File: src/rtl/sac_pkg.sv
// Shared constants and types of the sampling converter port
`default_nettype none
package sac_pkg;

  // Clock and conversion timing
  localparam int SAC_CLK_PERIOD_NS = 100;
  localparam int SAC_CONV_TIME_NS = 2700;
  localparam int SAC_CYCLE_TIME_NS = 3000;
  localparam int SAC_START_LOW_NS = 40;
  // Longest time, so round down
  localparam int SAC_CONV_CYCLES = SAC_CONV_TIME_NS / SAC_CLK_PERIOD_NS;
  localparam int SAC_CYCLE_CYCLES = SAC_CYCLE_TIME_NS / SAC_CLK_PERIOD_NS;
  // Least time, so round up, at least one cycle
  localparam int SAC_START_LOW_CYCLES =
    (SAC_START_LOW_NS + SAC_CLK_PERIOD_NS - 1) / SAC_CLK_PERIOD_NS;

  // Result width and byte layout
  localparam int SAC_RES_W = 12;
  localparam int SAC_UPPER_LSB = 8;
  localparam int SAC_NIB_W = 4;
  localparam logic [SAC_RES_W-1:0] SAC_RESULT_RST = 12'h000;

  // Control pins from the host
  typedef struct packed {
    logic cs_b;
    logic read_convert;
    logic upper_byte_select;
  } sac_ctrl_t;

  typedef enum logic [1:0] {
    SAC_IDLE = 2'b00,
    SAC_CONV = 2'b01
  } sac_state_t;

endpackage
`default_nettype wire

File: src/rtl/sac_port.sv
// Host-facing control and three-state output logic of the converter
`timescale 1ns/10ps
`default_nettype none
module sac_port
  import sac_pkg::*;
#(
  parameter int RES_W = SAC_RES_W,
  parameter int CONV_CYCLES = SAC_CONV_CYCLES
)
(
  input wire logic clk,
  input wire logic rst_b,
  input wire sac_ctrl_t ctrl,
  input wire logic [RES_W-1:0] sample_code,
  output logic busy_b,
  output logic [RES_W-1:0] data_out,
  output logic data_oe_b
);

  localparam int CNT_W = $clog2(CONV_CYCLES + 1);
  localparam logic [CNT_W-1:0] CNT_LAST = CNT_W'(CONV_CYCLES - 1);

  // The engine needs its twelve trials plus hold and latch
  if (CONV_CYCLES < RES_W + 3 || CONV_CYCLES > SAC_CONV_CYCLES ||
      RES_W != SAC_RES_W)
  begin : g_bad_params
    $error("sac_port: parameters outside what the logic can serve");
  end

  // Output byte steering for word and upper byte reads
  function automatic logic [RES_W-1:0] sac_place(
    input logic [RES_W-1:0] res,
    input logic upper
  );
    logic [RES_W-1:0] word;
    word = res;
    if (upper)
    begin
      word[SAC_UPPER_LSB-1:SAC_NIB_W] = '0;
      word[SAC_NIB_W-1:0] = res[RES_W-1:SAC_UPPER_LSB];
    end
    return word;
  endfunction

  ////////////////////////////////////////////////////////////////////////
  // Start detection

  logic rc_q;
  logic start;
  sac_state_t state;
  logic [CNT_W-1:0] conv_cnt;
  logic core_done;
  logic [RES_W-1:0] core_result;
  logic [RES_W-1:0] result_q;

  // Previous read_convert level for the falling edge
  always_ff @(posedge clk)
  begin
    if (!rst_b)
      rc_q <= 1'b1;
    else
      rc_q <= ctrl.read_convert;
  end

  // Gated fall; in conversion all control edges are dropped
  assign start = rc_q && !ctrl.read_convert && !ctrl.cs_b
    && !ctrl.upper_byte_select && state == SAC_IDLE;

  ////////////////////////////////////////////////////////////////////////
  // Conversion timing

  // Fixed-length window so busy time never depends on the code
  always_ff @(posedge clk)
  begin
    if (!rst_b)
    begin
      state <= SAC_IDLE;
      conv_cnt <= '0;
    end
    else
    begin
      unique case (state)
        SAC_IDLE:
        begin
          conv_cnt <= '0;
          if (start)
            state <= SAC_CONV;
        end
        SAC_CONV:
        begin
          conv_cnt <= conv_cnt + CNT_W'(1);
          if (conv_cnt == CNT_LAST)
            state <= SAC_IDLE;
        end
      endcase
    end
  end

  // Busy output follows the state, low from start to release
  always_ff @(posedge clk)
  begin
    if (!rst_b)
      busy_b <= 1'b1;
    else if (start)
      busy_b <= 1'b0;
    else if (state == SAC_CONV && conv_cnt == CNT_LAST)
      busy_b <= 1'b1;
  end

  sac_sar_core #(
    .RES_W(RES_W)
  ) u_core (
    .clk(clk),
    .rst_b(rst_b),
    .start(start),
    .sample_code(sample_code),
    .done(core_done),
    .result(core_result)
  );

  // Output register; latched well before busy_b rises
  always_ff @(posedge clk)
  begin
    if (!rst_b)
      result_q <= SAC_RESULT_RST;
    else if (core_done)
      result_q <= core_result;
  end

  ////////////////////////////////////////////////////////////////////////
  // Output drivers

  // Steered word; last result stays for read mode
  always_ff @(posedge clk)
  begin
    if (!rst_b)
      data_out <= SAC_RESULT_RST;
    else
      data_out <= sac_place(result_q, ctrl.upper_byte_select);
  end

  // Enable one cycle behind the pins; cs_b high always disables
  always_ff @(posedge clk)
  begin
    if (!rst_b)
      data_oe_b <= 1'b1;
    else
      data_oe_b <= ctrl.cs_b || !ctrl.read_convert
        || state != SAC_IDLE || start;
  end

  logic [CNT_W:0] low_cnt;
  logic done_seen;

  // Helper: busy low length and latch seen in this conversion
  always_ff @(posedge clk)
  begin
    if (!rst_b)
    begin
      low_cnt <= '0;
      done_seen <= 1'b0;
    end
    else if (busy_b)
    begin
      low_cnt <= '0;
      done_seen <= 1'b0;
    end
    else
    begin
      low_cnt <= low_cnt + (CNT_W+1)'(1);
      if (core_done)
        done_seen <= 1'b1;
    end
  end
endmodule // sac_port
`default_nettype wire

File: src/rtl/sac_sar_core.sv
// Successive approximation engine: one trial bit per clock
`timescale 1ns/10ps
`default_nettype none
module sac_sar_core
  import sac_pkg::*;
#(
  parameter int RES_W = SAC_RES_W
)
(
  input wire logic clk,
  input wire logic rst_b,
  input wire logic start,
  input wire logic [RES_W-1:0] sample_code,
  output logic done,
  output logic [RES_W-1:0] result
);

  logic run;
  logic [RES_W-1:0] held;
  logic [RES_W-1:0] trial_bit;
  logic [RES_W-1:0] code;
  logic [RES_W-1:0] next_code;

  // Reset value and trial walk are sized for the package width
  if (RES_W != SAC_RES_W)
  begin : g_bad_width
    $error("sac_sar_core: RES_W must match the package width");
  end

  // Keep the trial bit when the candidate does not exceed the held level
  always_comb
  begin
    next_code = code;
    if ((code | trial_bit) <= held)
      next_code = code | trial_bit;
  end

  // Hold the sample at the start edge, then walk from MSB to LSB
  always_ff @(posedge clk)
  begin
    if (!rst_b)
    begin
      run <= 1'b0;
      held <= '0;
      trial_bit <= '0;
      code <= '0;
    end
    else if (start)
    begin
      run <= 1'b1;
      held <= sample_code;
      trial_bit <= {1'b1, {(RES_W-1){1'b0}}};
      code <= '0;
    end
    else if (run)
    begin
      code <= next_code;
      trial_bit <= trial_bit >> 1;
      if (trial_bit[0])
        run <= 1'b0;
    end
  end

  // Result and one-cycle done after the LSB trial
  always_ff @(posedge clk)
  begin
    if (!rst_b)
    begin
      done <= 1'b0;
      result <= SAC_RESULT_RST;
    end
    else
    begin
      done <= run && trial_bit[0] && !start;
      if (run && trial_bit[0] && !start)
        result <= next_code;
    end
  end

endmodule // sac_sar_core
`default_nettype wire

File: config.mk
export PLATFORM = sky130hd
export DESIGN_NAME = sac_port
export DESIGN_NICKNAME = d
export VERILOG_FILES = /design/src/rtl/sac_pkg.sv /design/src/rtl/sac_port.sv /design/src/rtl/sac_sar_core.sv
export SDC_FILE = /design/constraint.sdc
export NUM_CORES = 1
export LEC_CHECK = 0
export BUFFER_PORTS_ARGS = -buffer_cell sky130_fd_sc_hd__buf_2
export CAP_MARGIN = 10
export CORE_MARGIN = 2
export CORE_UTILIZATION = 55
export CTS_CLUSTER_SIZE = 30
export DETAILED_ROUTE_END_ITERATION = 7
export PLACE_DENSITY = 0.77
export SYNTH_ARGS = -nofsm -noshare
export SYNTH_HDL_FRONTEND = slang
export SYNTH_SLANG_ARGS = --single-unit
File: constraint.sdc
create_clock -name clk -period 3.8 [get_ports clk]
set_input_delay 0.76 -clock clk [delete_from_list [all_inputs] [get_ports clk]]
set_output_delay 0.76 -clock clk [all_outputs]
set_load 0.01 [all_outputs]
* After elaboration in Yosys (flattened, before gate mapping)
Index checks and enable logic that the tools add are counted.
** Storage, ports and cells
- Register bits :: 84
- Word-level logic and storage cells :: 57
- Input port bits :: 17
- Output and inout bits :: 14
** Cells by class
- Add/subtract/negate cells :: 1
- Bitwise operators :: 2
- $lt $le $gt $ge :: 1
- Reduce and logical (&&, ||, !) cells :: 21
- Equality and inequality tests :: 4
- Muxes and demuxes :: 13
** Operators with widths (count)
- $mux W12 :: 3
- $le A12 B12 Y1 :: 1
- $or A12 B12 Y12 :: 1
- $pmux W5 S2 :: 1
- $logic_and A1 B1 Y1 :: 7
- $reduce_bool A2 Y1 :: 3
- $add A5 B1 Y5 const B :: 1
- $eq A5 B5 Y1 const B :: 1
- $mux W1 :: 5
- $logic_not A1 Y1 :: 4
- $mux W2 :: 2
- $mux W4 :: 1
- $ne A2 B2 Y1 const B :: 2
- $pmux W2 S2 :: 1
- $reduce_or A2 Y1 :: 2
- $logic_or A1 B1 Y1 :: 3
- $eq A2 B1 Y1 const B :: 1
- $logic_not A2 Y1 :: 1
- $reduce_and A2 Y1 :: 1
- $not A1 Y1 :: 1

* Longest topological paths before layout
Gate-level depths: netlist of the first run.
- Depth in word-level cells :: 7
- Mapped depth :: 9
- Depth with buffers taken out :: 8

* Hierarchy
Synthesis of the first run repeated with hierarchy kept, for this count alone.
** Second synthesis, totals
- Cells, all modules :: 339
- Area total of the unflattened synthesis :: 3492.1 um2
** Modules (own cells, without submodules)
- sac_sar_core :: seq. area each 1001.0 um2, cells each 237, instances 1, area an instance 2331.0 um2
- sac_port :: seq. area each 660.6 um2, cells each 102, instances 1, area an instance 1161.1 um2

* Worst setup path after synthesis of the first run
OpenSTA, ideal clock, no wires.
- Path type :: reg-to-reg
- Start :: reg u_core.trial_bit[11]
- End :: reg u_core.result[0]
- Path slack :: 1897 ps
- Setup time :: 119 ps
- Arrival :: 1784 ps
- Required time :: 3681 ps
- Clock period less this slack :: 1903 ps
- Stages on the path, launching flop included :: 8
- Path through :: dfxtp_1 or2_2 ha_1 nand4_2 a211o_1 a31oi_2 buf_6 a21oi_1
** On the way
- Word-level cells in the longest chain between the ends :: 3
** RTL lines
- start, declared :: line sac_sar_core.sv:20 : logic [RES_W-1:0] trial_bit;
- start signal, assigned :: line sac_sar_core.sv:52 : trial_bit <= {1'b1, {(RES_W-1){1'b0}}};
- start signal, assigned :: line sac_sar_core.sv:58 : trial_bit <= trial_bit >> 1;
- $or A12 B12 Y12 :: line sac_sar_core.sv:34 : if ((code | trial_bit) <= held)
- $le A12 B12 Y1 :: line sac_sar_core.sv:34
- $mux W12 :: line sac_sar_core.sv:34
- end signal, assigned :: line sac_sar_core.sv:76 : result <= next_code;
- end, declared :: line sac_sar_core.sv:15 : output logic [RES_W-1:0] result
Every way passes these cells.
A chain may end at the register's enable or synchronous reset.

* Final worst setup path of the first run
- Start :: reg u_core.trial_bit[1]
- End :: reg u_core.result[2]
The elaborated chain is that of the path after synthesis.

==> results of run 1 <==
state kept, by name, summed over array words and instances (netlist names):
name,count
u_core.trial_bit,12
u_core.held,12
result_q,12
u_core.result,12
conv_cnt,5
u_core.code,12
rc_q,1
state,1
data_out,12
u_core.run,1
busy_b,1
data_oe_b,1
u_core.done,1
area by class of cell:
type / count / area [um^2] / area share (%)
tap: 77 / 96.3 / 2.47
clock inverter: 6 / 65.1 / 1.67
timing repair buffer: 34 / 180 / 4.62
inverter: 36 / 135 / 3.47
sequential: 83 / 1660 / 42.6
multi-input combinational: 246 / 1630 / 41.9
clock buffer: 10 / 128 / 3.27
metal layers:
layer | vias to the layer above | track usage, % | routed length, um
li1 | 1352 | - | -
met4 | 0 | 9.24 | 132
met2 | 80 | 32.6 | 3150
met5 | - | 0 | 0
met1 | 1239 | 28.4 | 3300
met3 | 15 | 4.15 | 355
stage by stage:
stage               power [mW]  hold WS, ns  util (%)  instance area [um^2]
floorplan                0.977        0.429         -                  3530
global placement          1.01        0.441      59.0                  3700
detailed placement        1.01        0.452      59.0                  3700
CTS                       1.62        0.469      62.1                  3900
global route              1.67        0.493      62.1                  3900
finish                    1.61        0.464      62.1                  3900
cell families after synthesis:
family                     count (synthesis)
and+or+nand+nor                          127
AOI/OAI and AO/OA                         85
DFF                                       83
buffers and inverters                     57
muxes                                     17
adders and majority gates                 14
xor gates and xnor gates                   3
path summary, 6_finish.rpt:
| path | to | slack [ns] | cells past startpoint |
|---|---|---|---|
| max | u_core.result[2]$_SDFFE_PN0P_ | 1.02 | 8 |
| min | data_out[4]$_SDFF_PP0_ | 0.46 | 1 |
| max reg2reg | u_core.result[2]$_SDFFE_PN0P_ | 1.02 | 8 |
| min reg2reg | data_out[4]$_SDFF_PP0_ | 0.46 | 1 |
power breakdown:
group          internal, mW  switching (mW)
Sequential            0.876         0.00446
Combinational        0.0380          0.0699
Clock                 0.305           0.317
Total                  1.22           0.391
cell usage in the layout (no fill, tap or decap), drive strengths merged, types with 13 or more instances in the layout:
master,n
nand2,32
and2,19
nor2,31
a21boi,14
ha,14
dfxtp,83
nor2b,18
a21oi,39
mux2i,16
inv,37
buf,34
nand4,14
o21ai,13
==> results.sh, run 1 <==
export IMPL_synthDistinctLibCells=40
export IMPL_synth_common_cells="dfxtp_1 (83), a21oi_1 (38), inv_1 (36)"
export IMPL_min_path_type="flip-flop to flip-flop"
export IMPL_endpoint_kind="flip-flop"
export IMPL_drive_gt1_share_pct=16.1
export IMPL_report_final_hold_viol_count=0
export IMPL_synth_top_cell_area_share_pct=47.1
export IMPL_die_area_um2=7070
export IMPL_cts_tree="done"
export IMPL_slowest_delay_ns=0.73
export IMPL_area_growth_synth_to_final_pct=10.5
export IMPL_crit_chain="nor2_1 -> inv_1 -> ha_1 -> nor2b_1 -> o211ai_1 -> a211o_1 -> a31oi_2 -> a221oi_1"
export IMPL_grt_max_degree=53
export IMPL_status="completed"
export IMPL_die_height_um=84.1
export IMPL_rsz0062_at_grt="no"
export IMPL_synth_edf_count=0
export IMPL_vias=2686
export IMPL_cts_sinks=83
export IMPL_path_delay_family="compound AO/OA/AOI/OAI gates"
export IMPL_critPathLaunchType="flip-flop"
export IMPL_synth_warnings=0
export IMPL_firstDrtPassIters=5
export IMPL_syn_area_per_cell_um2=9.14
export IMPL_ctsResizeCount=0
export IMPL_cts_htree_levels=3
export IMPL_clock_fmax_mhz=359
export IMPL_tightest_slew_ns=0.826
export IMPL_synth_seq_cells=83
export IMPL_yosysMostFrequentCell="dfxtp_1"
export IMPL_core_area_um2=6280
export IMPL_holdBufCountCts=0
export IMPL_maxCapViolations=0
export IMPL_synth_area_mux_share_pct=4.86
export IMPL_n_antenna_cell=0
export IMPL_slew_violations=0
export IMPL_grt_pass1_wl_um=11900
export IMPL_clockBufferDepth=2
export IMPL_globalRouteOverflowTotal=0
export IMPL_grtUsageTotal_pct=21.0
export IMPL_wire_per_inst_um=14.1
export IMPL_p_per_area_nw_per_um2=413
export IMPL_synth_flop_cell="dfxtp_1"
export IMPL_period_share_pct=73.2
export IMPL_synth_compound_area_share_pct=17.1
export IMPL_io_pins=31
export IMPL_arrival_ns=2.97
export IMPL_tns_ns=0
export IMPL_clk_pin_slew_worst_paths_ns=0.08
export IMPL_fp_row_count=29
export IMPL_grt_pass1_vias=2545
export IMPL_synth_area_um2=3530
export IMPL_port_buffer_count=30
export IMPL_crit_fanout=14
export IMPL_cts_root_buf="clkbuf_8"
export IMPL_setup_viol=0
export IMPL_yosys_area_share_simple_pct=18.6
export IMPL_drt_initial_drc_count=115
export IMPL_gp_congestion=0.922
export IMPL_final_nets=441
export IMPL_synthArstFlopShare_pct=0
export IMPL_min_from="result_q[4]$_SDFFE_PN0P_"
export IMPL_antenna_left=0
export IMPL_cp_num_buf_inv=1
export IMPL_synth_area_leaders="dfxtp_1 (47%), a21oi_1 (5.4%), ha_1 (5.0%)"
export IMPL_drc=0
export IMPL_ys_seq_area_share_pct=47.1
export IMPL_startpoint="u_core.trial_bit[1]$_SDFFE_PP0P_"
export IMPL_synthXorXnorAreaFrac_pct=0.745
export IMPL_wl_um=6940
export IMPL_min_period_ns=2.78
export IMPL_p_leak_nw=1.56
export IMPL_die_x_um=84.1
export IMPL_place_ws_ns=1.02
export IMPL_synthesis_nets=417
export IMPL_post_cts_setup_buffer_count=0
export IMPL_avgViaCountPerCell=5.46
export IMPL_irDropWorstVdd_mv=0.236
export IMPL_crit_type="flip-flop to flip-flop"
export IMPL_syn_inst=386
export IMPL_slowest_stage="a31oi_2"
export IMPL_antenna_found_initial=0
export IMPL_fillers=559
export IMPL_synth_top_family_by_area="simple AND/OR/NAND/NOR gates"
export IMPL_placedCellCount=476
export IMPL_cts_buffers=9
export IMPL_yosys_area_share_adder_pct=4.96
export IMPL_instances_no_fill=492
export IMPL_r2r_start="u_core.trial_bit[1]$_SDFFE_PP0P_"
export IMPL_initial_core_util_pct=56.2
export IMPL_slew_headroom_pct=44.8
export IMPL_worstPathRequired_ns=3.99
export IMPL_finClkSkew_ns=0.00881
export IMPL_place_hpwl_um=4860
export IMPL_timing_final_ws_setup_ns=1.02
export IMPL_synth_area_leader_cell="dfxtp_1"
export IMPL_clock_latency_ns=0.35
Power figures use the tool's default switching activity.
==> inputs of run 2 (changes only) <==
==> constraint.sdc (replaced) <==
create_clock -name clk -period 2.77 [get_ports clk]
set_input_delay 0.554 -clock clk [delete_from_list [all_inputs] [get_ports clk]]
set_output_delay 0.554 -clock clk [all_outputs]
set_load 0.01 [all_outputs]
==> run 2 against run 1 <==
Global-route usage grew 0.69 points; count of clock-buffer cells in the layout is 3 higher; register-to-register slack worse by 0.57 ns; first-iteration DRC count grew 57%; hold slack worse by 0.065 ns; critical path depth is the same; cell area is 1.0% higher; sequential share of layout area shrank 0.42 points; total power rose by 38%; critical endpoint unchanged; largest power group unchanged; highest routed layer unchanged.
==> results.sh, run 2 (synthesis gave the netlist of run 1 again) <==
export IMPL_slew_violations=0
export IMPL_clock_fmax_mhz=430
export IMPL_cts_sinks=83
export IMPL_slew_headroom_pct=56.1
export IMPL_irDropWorstVdd_mv=0.352
export IMPL_wl_um=7310
export IMPL_grt_max_degree=31
export IMPL_clockBufferDepth=2
export IMPL_wire_per_inst_um=14.7
export IMPL_grtUsageTotal_pct=21.7
export IMPL_cts_tree="done"
export IMPL_drive_gt1_share_pct=16.7
export IMPL_p_per_area_nw_per_um2=566
export IMPL_avgViaCountPerCell=5.46
export IMPL_whs_path_depth=2
export IMPL_tns_ns=0
export IMPL_antenna_found_initial=0
export IMPL_holdBufCountCts=0
export IMPL_final_cell_area_um2=3940
export IMPL_area_growth_synth_to_final_pct=11.6
export IMPL_final_common_cell="dfxtp_1"
export IMPL_cts_buffers=9
export IMPL_critPathLaunchType="flip-flop"
export IMPL_gp_congestion=0.923
export IMPL_drt_initial_drc_count=180
export IMPL_min_period_ns=2.32
export IMPL_ctsResizeCount=0
export IMPL_clk_pin_slew_worst_paths_ns=0.08
export IMPL_setup_viol=0
export IMPL_port_buffer_count=30
export IMPL_core_area_um2=6280
export IMPL_n_antenna_cell=0
export IMPL_ff2ff_path_depth=8
export IMPL_grt_pass1_wl_um=12100
export IMPL_die_height_um=84.1
export IMPL_cts_htree_levels=3
export IMPL_drc=0
export IMPL_arrival_ns=2.55
export IMPL_seq_area_um2=1660
export IMPL_report_final_hold_viol_count=0
export IMPL_multi_input_area_um2=1630
export IMPL_cts_root_buf="clkbuf_8"
export IMPL_die_area_um2=7070
export IMPL_crit_type="flip-flop to flip-flop"
export IMPL_place_area_um2=3740
export IMPL_io_pins=31
export IMPL_globalRouteOverflowTotal=0
export IMPL_worstPathRequired_ns=3.00
export IMPL_final_nets=446
export IMPL_initial_core_util_pct=56.2
export IMPL_firstDrtPassIters=4
export IMPL_endpoint_kind="flip-flop"
export IMPL_place_hpwl_um=5130
export IMPL_grt_pass1_vias=2640
export IMPL_crit_fanout=14
export IMPL_status="completed"
export IMPL_p_leak_nw=1.58
export IMPL_vias=2706
export IMPL_min_path_type="primary input to flip-flop"
export IMPL_rsz0062_at_grt="no"
export IMPL_finClkSkew_ns=0.0109
export IMPL_period_share_pct=83.9
export IMPL_maxCapViolations=0
export IMPL_tightest_slew_ns=0.657
export IMPL_reg2reg_setup_slack_ns=0.45
export IMPL_fillers=532
export IMPL_antenna_left=0
export IMPL_layout_common_cells="dfxtp_1 (83), a21oi_1 (38), inv_1 (36), nand2_1 (32)"
export IMPL_die_x_um=84.1
export IMPL_clock_latency_ns=0.36
export IMPL_fp_row_count=29
export IMPL_post_cts_setup_buffer_count=0
[run 2: cell types whose count changed in the layout (fill, tap and decap cells not counted), sizes merged]
| cell | previous run | this run |
|---|---|---|
| buf | 34 | 39 |
| clkbuf | 10 | 13 |
| clkinv | 3 | 1 |
| clkinvlp | 1 | 0 |
| inv | 37 | 36 |
[run 2: final timing paths]
path                                                 endpoint                         startpoint
worst min-delay path                     data_oe_b$_SDFF_PN1_                            ctrl[1]
worst min register to register         data_out[4]$_SDFF_PP0_           result_q[4]$_SDFFE_PN0P_
worst max-delay path            u_core.result[2]$_SDFFE_PN0P_  u_core.trial_bit[10]$_SDFFE_PP0P_
worst max register to register  u_core.result[2]$_SDFFE_PN0P_  u_core.trial_bit[10]$_SDFFE_PP0P_
[run 2: power breakdown]
part           total (mW)  switching [mW]  leakage (nW)  internal (mW)
clock               0.867           0.407        0.0995          0.461
combinational       0.152          0.0975         0.813         0.0540
sequential           1.21         0.00592         0.670           1.20
[run 2: final cells by class]
class,count,share of cell area [%]
sequential,83,42.2
multi-input combinational,246,41.4
timing repair buffer,39,5.53
clock inverter,2,0.890
clock buffer,13,4.04
inverter,36,3.43
tap,77,2.45
[run 2: worst max-delay path: stages, from the launching register on]
cell and delay (ns):
dfxtp_1 0.34, nor2_1 0.19, inv_1 0.07, ha_1 0.33, nand4_2 0.20, a211o_1 0.50, a31oi_2 0.23, buf_4 0.24
a221oi_1 0.10
[run 2: per-stage QoR]
stage | setup WS, ns | util (%) | std cells | total power, mW | hold slack [ns]
floorplan | 0.867 | - | 386 | 1.34 | 0.429
global placement | 0.517 | 59.6 | 481 | 1.38 | 0.444
detailed placement | 0.473 | 59.6 | 481 | 1.39 | 0.449
CTS | 0.447 | 62.7 | 496 | 2.24 | 0.392
global route | 0.304 | 62.7 | 496 | 2.30 | 0.401
finish | 0.446 | 62.7 | 496 | 2.23 | 0.399
[run 2: routing by layer]
layer / global-route usage (%) / vias to the layer above / wire length, um
met2: 36.2 / 70 / 3500
met1: 27.4 / 1272 / 3350
met3: 5.04 / 9 / 376
met4: 8.06 / 0 / 86
li1: - / 1355 / -
met5: 0 / - / 0
